**src/core/flash_cmd_pkg.sv**
```systemverilog
// constants shared by the serial flash instruction handler
package flash_cmd_pkg;
  // clock rate of mclk_i
  localparam int CLK_MHZ = 20;
  // fixed opcodes
  localparam logic [7:0] OP_CONT_PROG = 8'had;
  localparam logic [7:0] OP_WRITE_DIS = 8'h04;
  localparam logic [7:0] OP_STATUS_RD = 8'h05;
  localparam logic [7:0] OP_SEC_RD = 8'h2b;
  localparam logic [7:0] OP_ID_PAIR = 8'h90;
  localparam logic [7:0] OP_ID_PAIR2 = 8'hef;
  localparam logic [7:0] OP_ID_PAIR4 = 8'hdf;
  // defaults for the configurable opcodes
  localparam logic [7:0] DEF_OP_WRITE_ENABLE_CMD = 8'h06;
  localparam logic [7:0] DEF_OP_SLEEP = 8'hb9;
  localparam logic [7:0] DEF_OP_WAKE = 8'hab;
  localparam logic [7:0] DEF_OP_SIG = 8'hab;
  localparam logic [7:0] DEF_OP_OTP_IN = 8'hb1;
  localparam logic [7:0] DEF_OP_OTP_OUT = 8'hc1;
  localparam logic [7:0] DEF_OP_RB_EN = 8'h70;
  localparam logic [7:0] DEF_OP_RB_DIS = 8'h80;
  localparam logic [7:0] DEF_OP_SR_WR = 8'h01;
  localparam logic [7:0] DEF_OP_SEC_WR = 8'h2f;
  // identity values, arbitrary
  localparam logic [7:0] DEF_SIG_ID = 8'h3a;
  localparam logic [7:0] DEF_MAN_ID = 8'h7e;
  localparam logic [7:0] DEF_DEV_ID = 8'h41;
  // id address that puts the device id first
  localparam logic [7:0] ID_ADDR_DEV_FIRST = 8'h01;
  // frame byte positions
  localparam logic [3:0] HDR_FIRST = 4'd4;
  localparam logic [3:0] HDR_NEXT = 4'd1;
  localparam logic [3:0] TX_START_REG = 4'd1;
  localparam logic [3:0] TX_START_ID = 4'd4;
  localparam logic [3:0] SIG_DONE_BYTES = 4'd5;
  // security register bit positions
  localparam int SEC_CP_BIT = 4;
  localparam int SEC_LOCK_BIT = 1;
  localparam int SEC_FACTORY_BIT = 0;
  // reset values
  localparam logic [2:0] PIN_RST = 3'b100;
  localparam logic [23:0] ADDR_RST = 24'h000000;
  // timing: entry is a least time (round up), wake a longest time (round down)
  localparam int SLEEP_ENTRY_NS = 3000;
  localparam int WAKE_NS = 8800;
  localparam int SLEEP_RAW = (SLEEP_ENTRY_NS * CLK_MHZ + 999) / 1000;
  localparam int WAKE_RAW = (WAKE_NS * CLK_MHZ) / 1000;
  localparam logic [11:0] SLEEP_ENTRY_CYC = 12'((SLEEP_RAW < 1) ? 1 : SLEEP_RAW);
  localparam logic [11:0] WAKE_CYC = 12'((WAKE_RAW < 1) ? 1 : WAKE_RAW);
  // power states
  typedef enum logic [1:0] {
    PWR_STANDBY = 2'b00,
    PWR_ENTERING = 2'b01,
    PWR_DEEP = 2'b10,
    PWR_WAKING = 2'b11
  } power_type;
endpackage : flash_cmd_pkg

```
**src/core/flash_cmd_core.sv**
```systemverilog
// serial flash instruction handler: pair program mode, deep sleep, ids, otp
//
// Summary of operation
// pair program needs write enable latch set
// two data bytes, first even, second odd
// one data byte only: nothing programmed
// bytes beyond the second are dropped
// protected target ignored, latch kept
// address steps by two after each pair
// no wrap; last address ends mode, clears latch
// pair mode accepts only four opcodes
// write disable in pair mode waits idle
// host frames first pair, then opcode-only pairs
// host waits for write completion between frames
// ready busy drives serial out while selected in pair mode
// ready busy enable/disable refused in pair mode
// deep sleep entered after entry delay
// asleep: only wake and signature accepted
// wake needs select rise after eight bits
// standby returns after wake delay
// no wake or signature during write
// signature repeats; ends after one full byte
// id read: dummy, dummy, address, then ids
// address one puts device id first; alternate
// otp enter redirects accesses, exit restores
// otp refuses register writes; locked means reads
// security bit four shows pair mode
// unlisted opcodes are parameters
`timescale 1ns/10ps
module flash_cmd_core
  import flash_cmd_pkg::*;
#(
  parameter logic [7:0] WRITE_ENABLE_CMD_OP = DEF_OP_WRITE_ENABLE_CMD,
  parameter logic [7:0] SLEEP_OP = DEF_OP_SLEEP,
  parameter logic [7:0] WAKE_OP = DEF_OP_WAKE,
  parameter logic [7:0] SIG_OP = DEF_OP_SIG,
  parameter logic [7:0] OTP_IN_OP = DEF_OP_OTP_IN,
  parameter logic [7:0] OTP_OUT_OP = DEF_OP_OTP_OUT,
  parameter logic [7:0] RB_EN_OP = DEF_OP_RB_EN,
  parameter logic [7:0] RB_DIS_OP = DEF_OP_RB_DIS,
  parameter logic [7:0] SR_WR_OP = DEF_OP_SR_WR,
  parameter logic [7:0] SEC_WR_OP = DEF_OP_SEC_WR,
  parameter logic [7:0] SIG_ID = DEF_SIG_ID,
  parameter logic [7:0] MAN_ID = DEF_MAN_ID,
  parameter logic [7:0] DEV_ID = DEF_DEV_ID
) (
  input wire logic mclk_i,
  input wire logic rst_n_i,
  input wire logic spi_cs_n_i,
  input wire logic spi_sclk_i,
  input wire logic spi_mosi_i,
  output logic spi_miso_o,
  output logic spi_miso_oe_n_o,
  input wire logic write_in_progress_i,
  input wire logic wel_clear_i,
  input wire logic area_protected_i,
  input wire logic [23:0] last_unprotected_addr_i,
  input wire logic otp_locked_i,
  input wire logic otp_factory_lock_i,
  input wire logic [7:0] status_byte_i,
  output logic [23:0] target_addr_o,
  output logic prog_req_o,
  output logic [23:0] prog_addr_o,
  output logic [15:0] prog_data_o,
  output logic status_write_req_o,
  output logic [7:0] reg_wdata_o,
  output logic sec_write_req_o,
  output logic write_enable_latch_o,
  output logic cp_mode_o,
  output logic ready_busy_en_o,
  output logic otp_mode_o,
  output logic deep_sleep_o,
  output logic [7:0] security_reg_o
);

  // configurable opcodes must not shadow the fixed ones
  if (WRITE_ENABLE_CMD_OP == OP_CONT_PROG || SLEEP_OP == OP_CONT_PROG || WAKE_OP == OP_STATUS_RD) begin : g_bad_op
    $error("configurable opcode collides with a fixed opcode");
  end

  // id opcode test, used by decoder and output mux
  function automatic logic is_id(input logic [7:0] op);
    is_id = (op == OP_ID_PAIR) || (op == OP_ID_PAIR2) || (op == OP_ID_PAIR4);
  endfunction : is_id

  // instruction acceptance for the present mode
  function automatic logic cmd_ok(input logic [7:0] op, input logic cp, input logic asleep,
                                  input logic waking, input logic write_in_progress, input logic otp, input logic locked);
    logic known;
    logic ok;
    known = (op == OP_CONT_PROG) || (op == OP_WRITE_DIS) || (op == OP_STATUS_RD) || (op == OP_SEC_RD)
            || (op == WRITE_ENABLE_CMD_OP) || (op == SLEEP_OP) || (op == WAKE_OP) || (op == SIG_OP) || is_id(op)
            || (op == OTP_IN_OP) || (op == OTP_OUT_OP) || (op == RB_EN_OP) || (op == RB_DIS_OP)
            || (op == SR_WR_OP) || (op == SEC_WR_OP);
    if (waking) begin
      ok = 1'b0; // host keeps select high while waking
    end else if (asleep) begin
      ok = ((op == WAKE_OP) || (op == SIG_OP)) && !write_in_progress;
    end else if (cp) begin
      // busy pairs and disable wait for idle; enable/disable of ready busy excluded
      ok = (((op == OP_CONT_PROG) || (op == OP_WRITE_DIS)) && !write_in_progress)
           || (op == OP_STATUS_RD) || (op == OP_SEC_RD);
    end else if (otp && ((op == SR_WR_OP) || (op == SEC_WR_OP))) begin
      ok = 1'b0;
    end else if (otp && locked && ((op == OP_CONT_PROG) || (op == WRITE_ENABLE_CMD_OP))) begin
      ok = 1'b0;
    end else if (((op == WAKE_OP) || (op == SIG_OP)) && write_in_progress) begin
      ok = 1'b0;
    end else begin
      ok = known;
    end
    cmd_ok = ok;
  endfunction : cmd_ok

  // pin synchroniser stages, bit order {cs, sclk, mosi}
  logic [2:0] sync1_r;
  logic [2:0] sync2_r;
  logic [2:0] sync3_r;
  logic [2:0] pin_r; // filtered levels
  logic [2:0] pin_d_r; // filtered levels one cycle late
  logic [2:0] pin_nxt;

  // frame state
  logic [2:0] bit_cnt_r;
  logic [3:0] byte_cnt_r; // saturates at 15
  logic [6:0] shift_r;
  logic [7:0] op_r;
  logic [23:0] addr_r;
  logic [15:0] data_r;
  logic par_r; // id alternation
  logic [7:0] tx_sh_r;
  logic miso_r;
  logic oe_n_r;

  // mode state
  logic wel_r;
  logic cp_r;
  logic [23:0] cp_addr_r;
  logic [23:0] target_r;
  logic rb_en_r;
  logic otp_r;
  logic prog_req_r;
  logic [23:0] prog_addr_r;
  logic [15:0] prog_data_r;
  logic srw_req_r;
  logic [7:0] reg_wdata_r;
  logic scw_req_r;
  power_type pwr_r;
  power_type pwr_nxt;
  logic [11:0] timer_r;
  logic [11:0] timer_nxt;
  logic [7:0] sec_w;

  // a change counts once the second and third stages agree
  assign pin_nxt = (sync2_r & sync3_r) | (pin_r & (sync2_r | sync3_r));

  // synchronisers
  always_ff @(posedge mclk_i) begin
    if (!rst_n_i) begin
      sync1_r <= PIN_RST;
      sync2_r <= PIN_RST;
      sync3_r <= PIN_RST;
      pin_r <= PIN_RST;
      pin_d_r <= PIN_RST;
    end else begin
      sync1_r <= {spi_cs_n_i, spi_sclk_i, spi_mosi_i};
      sync2_r <= sync1_r;
      sync3_r <= sync2_r;
      pin_r <= pin_nxt;
      pin_d_r <= pin_r;
    end
  end

  // edge decoding on the filtered levels
  wire cs_n = pin_r[2];
  wire mosi = pin_r[0];
  wire cs_fall = pin_d_r[2] & ~pin_r[2];
  wire cs_rise = ~pin_d_r[2] & pin_r[2];
  wire sclk_rise = ~pin_d_r[1] & pin_r[1] & ~cs_n;
  wire sclk_fall = pin_d_r[1] & ~pin_r[1] & ~cs_n;
  wire [7:0] rx_byte = {shift_r, mosi};
  wire byte_done = sclk_rise && (bit_cnt_r == 3'd7);

  // mode decode
  wire asleep = (pwr_r != PWR_STANDBY);
  wire waking = (pwr_r == PWR_WAKING);
  wire op_seen = (byte_cnt_r != 4'd0);
  wire acc_w = op_seen && cmd_ok(op_r, cp_r, asleep, waking, write_in_progress_i, otp_r, otp_locked_i);
  wire exact8 = (byte_cnt_r == 4'd1) && (bit_cnt_r == 3'd0);
  wire exact16 = (byte_cnt_r == 4'd2) && (bit_cnt_r == 3'd0);
  wire end_ok = cs_rise && acc_w;
  // later pairs carry no address
  wire [3:0] hdr = cp_r ? HDR_NEXT : HDR_FIRST;
  wire [3:0] hdr_p1 = hdr + 4'd1;
  wire [3:0] hdr_p2 = hdr + 4'd2;
  wire [23:0] odd_addr = {target_r[23:1], 1'b1};

  // frame-end events
  wire ev_write_enable_cmd = end_ok && (op_r == WRITE_ENABLE_CMD_OP) && exact8;
  wire ev_write_disable_cmd = end_ok && (op_r == OP_WRITE_DIS) && exact8;
  wire ev_cp = end_ok && (op_r == OP_CONT_PROG) && (byte_cnt_r >= hdr_p2)
               && !area_protected_i && (cp_r || wel_r);
  wire ev_cp_last = ev_cp && (odd_addr >= last_unprotected_addr_i);
  wire ev_sleep = end_ok && (op_r == SLEEP_OP) && exact8;
  wire ev_wake = end_ok && (((op_r == WAKE_OP) && exact8)
                            || ((op_r == SIG_OP) && (byte_cnt_r >= SIG_DONE_BYTES)));
  wire ev_otp_in = end_ok && (op_r == OTP_IN_OP) && exact8;
  wire ev_otp_out = end_ok && (op_r == OTP_OUT_OP) && exact8;
  wire ev_rb_en = end_ok && (op_r == RB_EN_OP) && exact8;
  wire ev_rb_dis = end_ok && (op_r == RB_DIS_OP) && exact8;
  wire ev_srw = end_ok && (op_r == SR_WR_OP) && exact16 && wel_r;
  wire ev_scw = end_ok && (op_r == SEC_WR_OP) && exact8;

  // read data selection
  wire id_dev_first = (addr_r[7:0] == ID_ADDR_DEV_FIRST);
  wire tx_op = (op_r == OP_STATUS_RD) || (op_r == OP_SEC_RD) || (op_r == SIG_OP) || is_id(op_r);
  wire [3:0] tx_start = ((op_r == OP_STATUS_RD) || (op_r == OP_SEC_RD)) ? TX_START_REG : TX_START_ID;
  wire tx_on = acc_w && tx_op && (byte_cnt_r >= tx_start);
  wire [7:0] tx_byte = (op_r == OP_STATUS_RD) ? status_byte_i :
                       (op_r == OP_SEC_RD) ? sec_w :
                       (op_r == SIG_OP) ? SIG_ID :
                       (par_r ^ id_dev_first) ? DEV_ID : MAN_ID;
  wire rb_active = rb_en_r && cp_r && !cs_n;

  // security register view, reserved bits zero
  always_comb begin
    sec_w = 8'h00;
    sec_w[SEC_CP_BIT] = cp_r;
    sec_w[SEC_LOCK_BIT] = otp_locked_i;
    sec_w[SEC_FACTORY_BIT] = otp_factory_lock_i;
  end

  // bit and byte capture on rising serial clock, mode 0
  always_ff @(posedge mclk_i) begin
    if (!rst_n_i) begin
      bit_cnt_r <= 3'd0;
      byte_cnt_r <= 4'd0;
      shift_r <= 7'h00;
      op_r <= 8'h00;
      addr_r <= ADDR_RST;
      data_r <= 16'h0000;
      par_r <= 1'b0;
    end else if (cs_fall) begin
      // fresh frame
      bit_cnt_r <= 3'd0;
      byte_cnt_r <= 4'd0;
      par_r <= 1'b0;
    end else if (sclk_rise) begin
      bit_cnt_r <= bit_cnt_r + 3'd1;
      shift_r <= {shift_r[5:0], mosi};
      if (byte_done) begin
        if (byte_cnt_r != 4'hf) begin
          byte_cnt_r <= byte_cnt_r + 4'd1;
        end
        if (byte_cnt_r == 4'd0) begin
          op_r <= rx_byte;
        end
        if ((byte_cnt_r >= 4'd1) && (byte_cnt_r <= 4'd3)) begin
          addr_r <= {addr_r[15:0], rx_byte}; // msb byte first
        end
        if (byte_cnt_r == hdr) begin
          data_r[15:8] <= rx_byte;
        end
        if (byte_cnt_r == hdr_p1) begin
          data_r[7:0] <= rx_byte;
        end
        if (byte_cnt_r >= TX_START_ID) begin
          par_r <= ~par_r;
        end
      end
    end
  end

  // serial output: shifted on falling clock, or ready busy level
  always_ff @(posedge mclk_i) begin
    if (!rst_n_i) begin
      miso_r <= 1'b0;
      oe_n_r <= 1'b1;
      tx_sh_r <= 8'h00;
    end else if (cs_n) begin
      oe_n_r <= 1'b1;
    end else if (rb_active) begin
      miso_r <= ~write_in_progress_i;
      oe_n_r <= 1'b0;
    end else if (sclk_fall) begin
      if (tx_on && (bit_cnt_r == 3'd0)) begin
        miso_r <= tx_byte[7];
        tx_sh_r <= {tx_byte[6:0], 1'b0};
        oe_n_r <= 1'b0;
      end else if (tx_on) begin
        miso_r <= tx_sh_r[7];
        tx_sh_r <= {tx_sh_r[6:0], 1'b0};
        oe_n_r <= 1'b0;
      end else begin
        oe_n_r <= 1'b1;
      end
    end
  end

  // write enable latch; a set beats a simultaneous clear
  always_ff @(posedge mclk_i) begin
    if (!rst_n_i) begin
      wel_r <= 1'b0;
    end else if (ev_write_enable_cmd) begin
      wel_r <= 1'b1;
    end else if (ev_write_disable_cmd || ev_cp_last || wel_clear_i) begin
      wel_r <= 1'b0;
    end
  end

  // pair program mode and its running address
  always_ff @(posedge mclk_i) begin
    if (!rst_n_i) begin
      cp_r <= 1'b0;
      cp_addr_r <= ADDR_RST;
      target_r <= ADDR_RST;
    end else begin
      // even address of the pair; settled well before select rises
      target_r <= cp_r ? cp_addr_r : {addr_r[23:1], 1'b0};
      if (ev_cp_last || ev_write_disable_cmd) begin
        cp_r <= 1'b0;
      end else if (ev_cp) begin
        cp_r <= 1'b1;
        cp_addr_r <= target_r + 24'd2;
      end
    end
  end

  // program request toward the array, one cycle
  always_ff @(posedge mclk_i) begin
    if (!rst_n_i) begin
      prog_req_r <= 1'b0;
      prog_addr_r <= ADDR_RST;
      prog_data_r <= 16'h0000;
    end else begin
      prog_req_r <= ev_cp;
      if (ev_cp) begin
        prog_addr_r <= target_r;
        prog_data_r <= data_r;
      end
    end
  end

  // register write requests
  always_ff @(posedge mclk_i) begin
    if (!rst_n_i) begin
      srw_req_r <= 1'b0;
      scw_req_r <= 1'b0;
      reg_wdata_r <= 8'h00;
    end else begin
      srw_req_r <= ev_srw;
      scw_req_r <= ev_scw;
      if (ev_srw) begin
        reg_wdata_r <= addr_r[7:0];
      end
    end
  end

  // ready busy enable and otp window flags
  always_ff @(posedge mclk_i) begin
    if (!rst_n_i) begin
      rb_en_r <= 1'b0;
      otp_r <= 1'b0;
    end else begin
      if (ev_rb_en) begin
        rb_en_r <= 1'b1;
      end else if (ev_rb_dis) begin
        rb_en_r <= 1'b0;
      end
      if (ev_otp_in) begin
        otp_r <= 1'b1;
      end else if (ev_otp_out) begin
        otp_r <= 1'b0;
      end
    end
  end

  // power state sequencing
  always_comb begin
    pwr_nxt = pwr_r;
    timer_nxt = (timer_r == 12'd0) ? 12'd0 : timer_r - 12'd1;
    case (pwr_r)
      PWR_STANDBY: begin
        if (ev_sleep) begin
          pwr_nxt = PWR_ENTERING;
          timer_nxt = SLEEP_ENTRY_CYC - 12'd1;
        end
      end
      PWR_ENTERING, PWR_DEEP: begin
        if (ev_wake) begin
          pwr_nxt = PWR_WAKING;
          timer_nxt = WAKE_CYC - 12'd1;
        end else if ((pwr_r == PWR_ENTERING) && (timer_r == 12'd0)) begin
          pwr_nxt = PWR_DEEP;
        end
      end
      PWR_WAKING: begin
        if (timer_r == 12'd0) begin
          pwr_nxt = PWR_STANDBY;
        end
      end
      default: begin
        pwr_nxt = PWR_STANDBY;
      end
    endcase
  end

  // power state registers
  always_ff @(posedge mclk_i) begin
    if (!rst_n_i) begin
      pwr_r <= PWR_STANDBY;
      timer_r <= 12'd0;
    end else begin
      pwr_r <= pwr_nxt;
      timer_r <= timer_nxt;
    end
  end

  // outputs
  assign spi_miso_o = miso_r;
  assign spi_miso_oe_n_o = oe_n_r;
  assign target_addr_o = target_r;
  assign prog_req_o = prog_req_r;
  assign prog_addr_o = prog_addr_r;
  assign prog_data_o = prog_data_r;
  assign status_write_req_o = srw_req_r;
  assign reg_wdata_o = reg_wdata_r;
  assign sec_write_req_o = scw_req_r;
  assign write_enable_latch_o = wel_r;
  assign cp_mode_o = cp_r;
  assign ready_busy_en_o = rb_en_r;
  assign otp_mode_o = otp_r;
  assign deep_sleep_o = (pwr_r == PWR_DEEP);
  assign security_reg_o = sec_w;

endmodule : flash_cmd_core

```
**config.mk**
```make
export PLATFORM = sky130hd
export DESIGN_NAME = flash_cmd_core
export DESIGN_NICKNAME = d
export VERILOG_FILES = /design/src/core/flash_cmd_pkg.sv /design/src/core/flash_cmd_core.sv
export SDC_FILE = /design/constraint.sdc
export NUM_CORES = 1
export LEC_CHECK = 0
export BUFFER_PORTS_ARGS = -buffer_cell sky130_fd_sc_hd__buf_2
export CAP_MARGIN = 5
export CORE_MARGIN = 3
export CORE_UTILIZATION = 35
export CTS_CLUSTER_DIAMETER = 100
export DETAILED_ROUTE_END_ITERATION = 12
export GPL_TIMING_DRIVEN = 0
export HOLD_SLACK_MARGIN = 0.05
export SETUP_SLACK_MARGIN = 0.4
export SLEW_MARGIN = 10
export SYNTH_ARGS = -nofsm -noshare
export SYNTH_HDL_FRONTEND = slang
export SYNTH_SLANG_ARGS = --single-unit
```
**constraint.sdc**
```tcl
create_clock -name mclk_i -period 7.3 [get_ports mclk_i]
set_input_delay 1.095 -clock mclk_i [delete_from_list [all_inputs] [get_ports mclk_i]]
set_output_delay 1.095 -clock mclk_i [all_outputs]
set_load 0.02 [all_outputs]
```
==> results.yml, run 1 <==
synthesis:
  synthAdderAreaFrac: 0.05398
  synthesis.area_um2: 9504
  synth_edf_count: 0
  synth.avg_cell_area_um2: 8.418
  synth_top_area_cell: "dfxtp_1"
  synth_top_family_by_area: "simple AND/OR/NAND/NOR gates"
  ys_seq_area_frac: 0.4276
  ys_async_sr_fraction: 0
  yosys-top-cells-area: "dfxtp_1 43%, nand2_1 8.9%, mux2i_1 8.5%"
  netlist.area_leader.share: 0.4276
  syn_inst: 1129
  synth-compound-area-share: 0.1176
  netlist-cell-type-count: 71
  synthFlopType: "dfxtp_1"
  yosys_warnings: 0
  synthXorXnorAreaFrac: 0.03410
  ys_seq_elements: 203
  muxShareOfSynthArea: 0.08531
  synthSimpleGateAreaFrac: 0.2285
global_route:
  antenna_found_initial: 0
  met1_usage: 0.2622
  grt_util_met3: 0.02726
  grtUsageTotal: 0.1795
  use_met2: 0.2815
  grt_pass1_wl_um: 42260
  gr-max-usage-layer: "met2"
  grt_max_degree: 14
  overflow: 0
  grt_pass1_vias: 7674
timing:
  rsz0062_at_grt: "no"
  slew_violations: 0
  fin_crit_ns: 3.629
  finalSetupViolations: 0
  post-route-period-util: 0.4971
  tns_ns: 0
  fmax_ghz: 0.2756
  slew_headroom: 0.2205
  fin_worst_skew_ns: 0.01434
  finalHoldViolCount: 0
  tightest_slew_ns: 1.162
worst_hold_path:
  hold_class: "reg -> reg"
  hold_start: "sync1_r[2]"
pwr:
  seq_power_share: 0.449
  p_sw_frac: 0.2317
  leakage_nw: 4.856
  pwr_density_cell_nw_per_um2: 219.4
  p_sw_mw: 0.5785
  ir_worst_vdd_mv: 0.1105
  comb_power_share: 0.064
  internal-power_mw: 1.918
  power_frac_clock: 0.486
die:
  rows: 59
  die_h_um: 170.8
  fp.dieW_um: 170.8
  ioPinCount: 132
  core_area_um2: 26350
  start_util: 0.3606
  dieArea_um2: 29170
route:
  vias_per_cell: 5.101
  routed_wl_um: 26700
  route.detailed.drc: 0
  drt-pass1-iter-count: 5
  vias: 8345
  drt_iter0_drc: 618
  avgRoutedWirePerCell_um: 16.32
  detail-route-antenna-nets: 0
final_layout:
  diodes: 0
  seq_area_um2: 4064
  drive_gt1_frac: 0.1599
  fillers: 2632
  fin_area_um2: 11380
  post-route-util: 0.4318
  multi_input_area_um2: 4956
  syn_to_final_growth_pct: 19.73
  final_nets: 1367
critical_path:
  rr_startpoint: "op_r[7]"
  cp_data_required_time_ns: 7.66
  critPathLaunchType: "flop"
  path_delay_family: "simple AND/OR/NAND/NOR gates"
  cpMaxStageDelayCell: "or3b_2"
  critical_path_arrival_ns: 3.99
  crit_path_max_fanout: 10
  criticalPathCategory: "reg -> reg"
  crit_top_cell: "and3_1"
  path_buf_inv: 2
  startpoint: "op_r[7]"
  endpoint_kind: "flop"
  slowest_delay_ns: 0.44
  path_cells: "buf_2 > nor4b_4 > and3_1 > or2_1 > ha_1 > or3b_2 > a211o_1 > and3_1 > nand4_1 > clkbuf_1 > nor2_1 > a21oi_1 > o22ai_1"
clock_network:
  clk_pin_slew_ns: 0.06
  post_cts_buffers: 0
  clkSinkCount: 203
  cts_resized: 0
  cts_made_buffers: 23
  holdBufCountCts: 0
  cts_root_buf: "clkbuf_16"
  htreeDepth: 1
  clk_latency_ns: 0.51
  cts_buffer_depth: 3
  cts_tree: "built"
place:
  hpwl_um: 19690
  io_buffer_count: 126
  gp_congestion: 0.8781
  place_area_um2: 10570
status:
  status: "completed"
run:
  maxCapViolCount: 0
synth_stat cells (6+ instances only):
library cell and count:
nand2_1 226, dfxtp_1 203, a21oi_1 104, nor2_1 96
mux2i_1 81, inv_1 43, ha_1 41, clkbuf_1 39
nand3_1 28, xnor2_1 20, o21ai_0 18, xor2_1 17
and3_1 16, nand4_1 16, buf_2 15, nor4_1 13
nor3_1 12, a21o_1 10, and2_1 10, nand2b_1 10
buf_4 9, o22ai_1 8, a211o_1 6, buf_1 6
nor2b_1 6, o211ai_1 6
path summary, 6_finish.rpt:
kind | slack (ns) | cells past startpoint | end
max | 3.67 | 13 | tx_sh_r[5]
min | 0.41 | 1 | sync2_r[2]
max reg2reg | 3.67 | 13 | tx_sh_r[5]
min reg2reg | 0.41 | 1 | sync2_r[2]
area by class of cell:
cell class              count  share of cell area
flip-flops and latches    203              0.3571
repair buffers            126             0.05541
inverters                  44             0.01451
clock buffers              30             0.05816
clock inverters            12             0.01308
plain buffers              71             0.02936
multi-input cells         815              0.4355
well taps                 335             0.03683
power groups by stage:
stage	Combinational [mW]	Sequential [mW]	Clock [mW]
floorplan	0.111	1.14	0
global placement	0.158	1.15	0
detailed placement	0.160	1.15	0
CTS	0.160	1.12	1.24
global route	0.177	1.12	1.28
finish	0.161	1.12	1.21
through the flow:
stage,total power [mW],setup slack (ns),std cells,hold WS (ns)
global route,2.581,3.404,1636,0.4291
finish,2.497,3.671,1636,0.4111
CTS,2.517,3.705,1636,0.4148
floorplan,1.254,4.159,1133,0.3863
global placement,1.304,3.235,1594,0.3956
detailed placement,1.305,3.199,1594,0.3982
kinds of logic (layout without fill, tap and decap cells):
kind of cell	Yosys count	count (layout)
other	1	5
adders and majority gates	41	41
DFF	203	203
buffers and inverters	115	283
and+or+nand+nor	466	466
AOI/OAI and AO/OA	185	185
muxes	81	81
xor gates and xnor gates	37	37
cell usage in the layout, fill, tap and decap left out, types with 8 or more instances in the layout:
master,n
nand3_1,28
clkbuf_16,23
buf_4,9
clkbuf_1,40
ha_1,41
a21oi_1,104
a21o_1,10
nor3_1,12
and3_1,16
xor2_1,17
dfxtp_1,203
buf_2,141
o21ai_0,18
mux2i_1,81
nand2b_1,10
and2_1,10
o22ai_1,8
nand4_1,16
nand2_1,226
xnor2_1,20
inv_1,43
nor4_1,13
nor2_1,96
state kept, by name, summed over array words and instances (netlist names), 2 cells and up:
register	cells
cp_addr_r	24
sync3_r	3
data_r	16
pwr_r	2
shift_r	7
bit_cnt_r	3
prog_data_o	16
prog_addr_o	24
target_addr_o	24
sync2_r	3
reg_wdata_o	8
pin_r	3
op_r	8
timer_r	12
pin_d_r	2
tx_sh_r	7
byte_cnt_r	4
sync1_r	3
addr_r	24
per-layer routing:
layer	part of all wire	vias to the layer above
li1	-	4167
met3	0.066	20
met1	0.48	3939
met5	0	-
met4	0.012	0
met2	0.44	219
No activity file was read; power rests on OpenSTA's default activity.
==> inputs of run 2 (changes only) <==
==> constraint.sdc (replaced) <==
create_clock -name mclk_i -period 3.7 [get_ports mclk_i]
set_input_delay 0.555 -clock mclk_i [delete_from_list [all_inputs] [get_ports mclk_i]]
set_output_delay 0.555 -clock mclk_i [all_outputs]
set_load 0.02 [all_outputs]
==> results.yml, run 2 (synthesis gave the netlist of run 1 again) <==
global_route:
  grt_pass1_wl_um: 42350
  antenna_found_initial: 0
  grt_max_degree: 14
  grt_pass1_vias: 7688
  overflow: 0
  grtUsageTotal: 0.1798
die:
  core_area_um2: 26350
  fp.dieW_um: 170.8
  die_h_um: 170.8
  ioPinCount: 132
  rows: 59
  dieArea_um2: 29170
  start_util: 0.3606
timing:
  tns_ns: 0
  layout_setup_ws_ns: 0.5351
  slew_violations: 0
  rsz0062_at_grt: "no"
  fin_crit_ns: 3.165
  tightest_slew_ns: 1.091
  finalSetupViolations: 0
  fin_worst_skew_ns: 0.01144
  finalHoldViolCount: 0
  slew_headroom: 0.2670
  post-route-period-util: 0.8554
  fmax_ghz: 0.3160
status:
  status: "completed"
final_layout:
  syn_to_final_growth_pct: 21.23
  diodes: 0
  fin_area_um2: 11520
  final_cells: 1646
  final_cell_mix: "225 x nand2_1, 202 x dfxtp_1, 139 x buf_2"
  drive_gt1_frac: 0.1777
  final_nets: 1377
  layout_commonest_cell: "nand2_1"
  post-route-util: 0.4372
route:
  drt_iter0_drc: 637
  drt-pass1-iter-count: 5
  detail-route-antenna-nets: 0
  avgRoutedWirePerCell_um: 16.31
  vias: 8393
  routed_wl_um: 26850
  vias_per_cell: 5.099
  route.detailed.drc: 0
clock_network:
  clk_pin_slew_ns: 0.06
  cts_tree: "built"
  htreeDepth: 1
  cts_made_buffers: 23
  cts_buffer_depth: 3
  cts_root_buf: "clkbuf_16"
  holdBufCountCts: 0
  clk_latency_ns: 0.51
  clkSinkCount: 203
critical_path:
  cp_data_required_time_ns: 4.08
  critical_path_arrival_ns: 3.54
  endpoint_kind: "flop"
  crit_path_max_fanout: 10
  critPathLaunchType: "flop"
  criticalPathCategory: "reg -> reg"
place:
  gp_congestion: 0.8781
  hpwl_um: 19690
  io_buffer_count: 126
  place_area_um2: 10570
  dp_slack_ns: 0.1040
  post-place-cells: 1594
pwr:
  pwr_density_cell_nw_per_um2: 427.1
  ir_worst_vdd_mv: 0.2168
  leakage_nw: 4.913
run:
  maxCapViolCount: 0
worst_hold_path:
  hold_class: "in -> reg"
-- run 2: per-stage QoR --
stage,total power [mW],hold WS (ns)
2_1_floorplan,2.475,0.3863
3_3_place_gp,2.572,0.3956
3_5_place_dp,2.575,0.3982
4_1_cts,4.965,0.2290
5_1_grt,5.092,0.2319
6_report,4.921,0.2355
-- run 2: where the power goes --
group          total, mW  switching (mW)  internal (mW)
clock               2.39           0.919           1.47
sequential          2.21          0.0135           2.20
combinational      0.318           0.205          0.113
-- run 2: cell type report --
| type | instances | area, um^2 |
|---|---|---|
| plain buffers | 71 | 345.3 |
| flip-flops and latches | 203 | 4068 |
| fillers | 2608 | 14830 |
| clock buffers | 30 | 661.9 |
| inverters | 44 | 165.2 |
| clock inverters | 12 | 148.9 |
| multi-input cells | 815 | 5009 |
| well taps | 335 | 419.2 |
| repair buffers | 136 | 705.7 |
-- run 2: worst paths after layout --
| check | startpoint | endpoint | slack [ns] | depth (start not counted) |
|---|---|---|---|---|
| hold reg to reg | sync1_r[2] | sync2_r[2] | 0.41 | 1 |
| setup reg to reg | op_r[2] | tx_sh_r[3] | 0.54 | 12 |
| setup / recovery | op_r[2] | tx_sh_r[3] | 0.54 | 12 |
| hold / removal | spi_cs_n_i | sync1_r[2] | 0.24 | 2 |
-- run 2: repair_timing --
action / 4_1_cts / 5_1_grt
setup endpoints to repair: 20 / 51
setup buffers: 1 / 9
resized for setup: 14 / 9
pin swaps: 1 / 1
-- run 2: metal layers --
metal	share of wire	global-route usage	vias to the layer above	routed length (um)
met5	0	0	-	0
met4	0.013	0.03880	0	355
met3	0.060	0.02750	23	1599
met2	0.45	0.2815	222	11960
met1	0.48	0.2623	3964	12940
li1	-	-	4184	-
-- run 2: critical path, stage by stage (launching register included) --
cell,delay (ns)
dfxtp_4,0.36
and4b_2,0.25
and3_4,0.18
or2_4,0.28
ha_1,0.27
or3b_2,0.44
a211o_1,0.30
and3_4,0.19
and3_1,0.17
a41oi_2,0.20
a21oi_4,0.10
nand2_2,0.18
o22ai_1,0.11
==> inputs of run 3 (changes only) <==
==> constraint.sdc (replaced) <==
create_clock -name mclk_i -period 4 [get_ports mclk_i]
set_input_delay 0.6 -clock mclk_i [delete_from_list [all_inputs] [get_ports mclk_i]]
set_output_delay 0.6 -clock mclk_i [all_outputs]
set_load 0.02 [all_outputs]
==> results.yml, run 3 (synthesis gave the netlist of run 1 again) <==
die:
  fp.dieW_um: 170.8
  dieArea_um2: 29170
  die_h_um: 170.8
  core_area_um2: 26350
  start_util: 0.3606
  rows: 59
  ioPinCount: 132
critical_path:
  r2r_setup_slack_ns: 0.60
  reg2regPathDepth: 13
  cpMaxStageDelayCell: "or3b_2"
  path_buf_inv: 1
  path_cells: "buf_2 > nor4b_4 > and3_1 > or2_4 > ha_1 > or3b_2 > a211o_1 > and3_1 > and3_1 > a41oi_1 > a21oi_2 > nand2_2 > o22ai_1"
  crit_top_cell: "and3_1"
  path_delay_family: "simple AND/OR/NAND/NOR gates"
  criticalPathCategory: "reg -> reg"
  slowest_delay_ns: 0.44
  cp_data_required_time_ns: 4.36
  endpoint_kind: "flop"
  crit_path_max_fanout: 10
  critical_path_arrival_ns: 3.76
  rr_startpoint: "op_r[7]"
  critPathLaunchType: "flop"
  r2r_end: "tx_sh_r[2]"
timing:
  post-route-period-util: 0.8493
  slew_violations: 0
  tightest_slew_ns: 1.159
  fin_crit_ns: 3.397
  fin_worst_skew_ns: 0.01168
  tns_ns: 0
  rsz0062_at_grt: "no"
  slew_headroom: 0.2226
  finalHoldViolCount: 0
  fmax_ghz: 0.2943
  finalSetupViolations: 0
final_layout:
  layout_commonest_cell: "nand2_1"
  syn_to_final_growth_pct: 19.87
  seq_area_um2: 4065
  fillers: 2625
  multi_input_area_um2: 4964
  drive_gt1_frac: 0.1637
  diodes: 0
  final_nets: 1367
  final_cell_mix: "225 x nand2_1, 202 x dfxtp_1, 141 x buf_2"
route:
  detail-route-antenna-nets: 0
  wl_met3_um: 1752
  topRoutingLayerUsed: "met4"
  vias_per_cell: 5.089
  drt_iter0_drc: 644
  drt-pass1-iter-count: 5
  avgRoutedWirePerCell_um: 16.33
  route.detailed.drc: 0
  drt-met1-wl_um: 12810
  vias: 8326
  met2_wirelength_um: 11830
  routed_wl_um: 26720
global_route:
  grt_max_degree: 14
  antenna_found_initial: 0
  grt_pass1_vias: 7674
  grtUsageTotal: 0.1795
  grt_pass1_wl_um: 42260
  overflow: 0
place:
  hpwl_um: 19690
  io_buffer_count: 126
  gp_congestion: 0.8781
clock_network:
  clk_pin_slew_ns: 0.06
  clkSinkCount: 203
  cts_tree: "built"
  cts_made_buffers: 23
  htreeDepth: 1
  cts_buffer_depth: 3
  post_cts_buffers: 0
  clk_latency_ns: 0.51
  cts_root_buf: "clkbuf_16"
status:
  status: "completed"
worst_hold_path:
  holdPathStages: 2
  hold_class: "in -> reg"
  hold_start: "spi_cs_n_i"
  hold_path_end: "sync1_r[2]"
pwr:
  leakage_nw: 4.861
  pwr_density_cell_nw_per_um2: 399.8
  ir_worst_vdd_mv: 0.2004
  total_power_mw: 4.555
run:
  maxCapViolCount: 0
run 3: how the worst max path moves through the flow:
stage | from | to | depth (start not counted)
finish | op_r[7] | tx_sh_r[2] | 13
global route | op_r[7] | tx_sh_r[2] | 13
CTS | op_r[7] | tx_sh_r[4] | 13
detailed placement | last_unprotected_addr_i[15] | cp_addr_r[18] | 12
global placement | op_r[7] | tx_sh_r[5] | 13
floorplan | op_r[7] | tx_sh_r[3] | 13
run 3: layout make-up:
type | count | area share
Buffer | 71 | 0.02965
Sequential cell | 203 | 0.3568
Timing Repair Buffer | 126 | 0.05535
Clock buffer | 30 | 0.05810
Multi-Input combinational cell | 815 | 0.4357
Inverter | 44 | 0.01450
Clock inverter | 12 | 0.01307
Tap cell | 335 | 0.03679
run 3: metal layers:
metal	vias up	track usage
li1	4166	-
met1	3904	0.2622
met2	233	0.2815
met3	23	0.02726
met4	0	0.03739
met5	-	0
run 3: where the power goes:
part           switching (mW)  total (mW)  leakage, nW  internal (mW)
Clock                   0.852        2.21        0.391           1.36
Sequential             0.0125        2.05         1.64           2.03
Combinational           0.190       0.294         2.83          0.104
run 3: per-stage QoR:
step	setup WS, ns	std cells	utilization	hold WS, ns	instance area, um^2
5_1_grt	0.4392	1636	0.4323	0.2769	11390
3_5_place_dp	0.3939	1594	0.4010	0.3982	10570
6_report	0.6026	1636	0.4323	0.2832	11390
4_1_cts	0.4053	1636	0.4318	0.2740	11380
2_1_floorplan	0.8843	1133	-	0.3863	9519
3_3_place_gp	0.4294	1594	0.4010	0.3956	10570
run 3: repair_timing:
action / CTS / global route
endpoints found under the setup margin: 0 / 8
resized for setup: 0 / 8
hold buffers: 0 / 0
endpoints found under the hold margin: 0 / 0
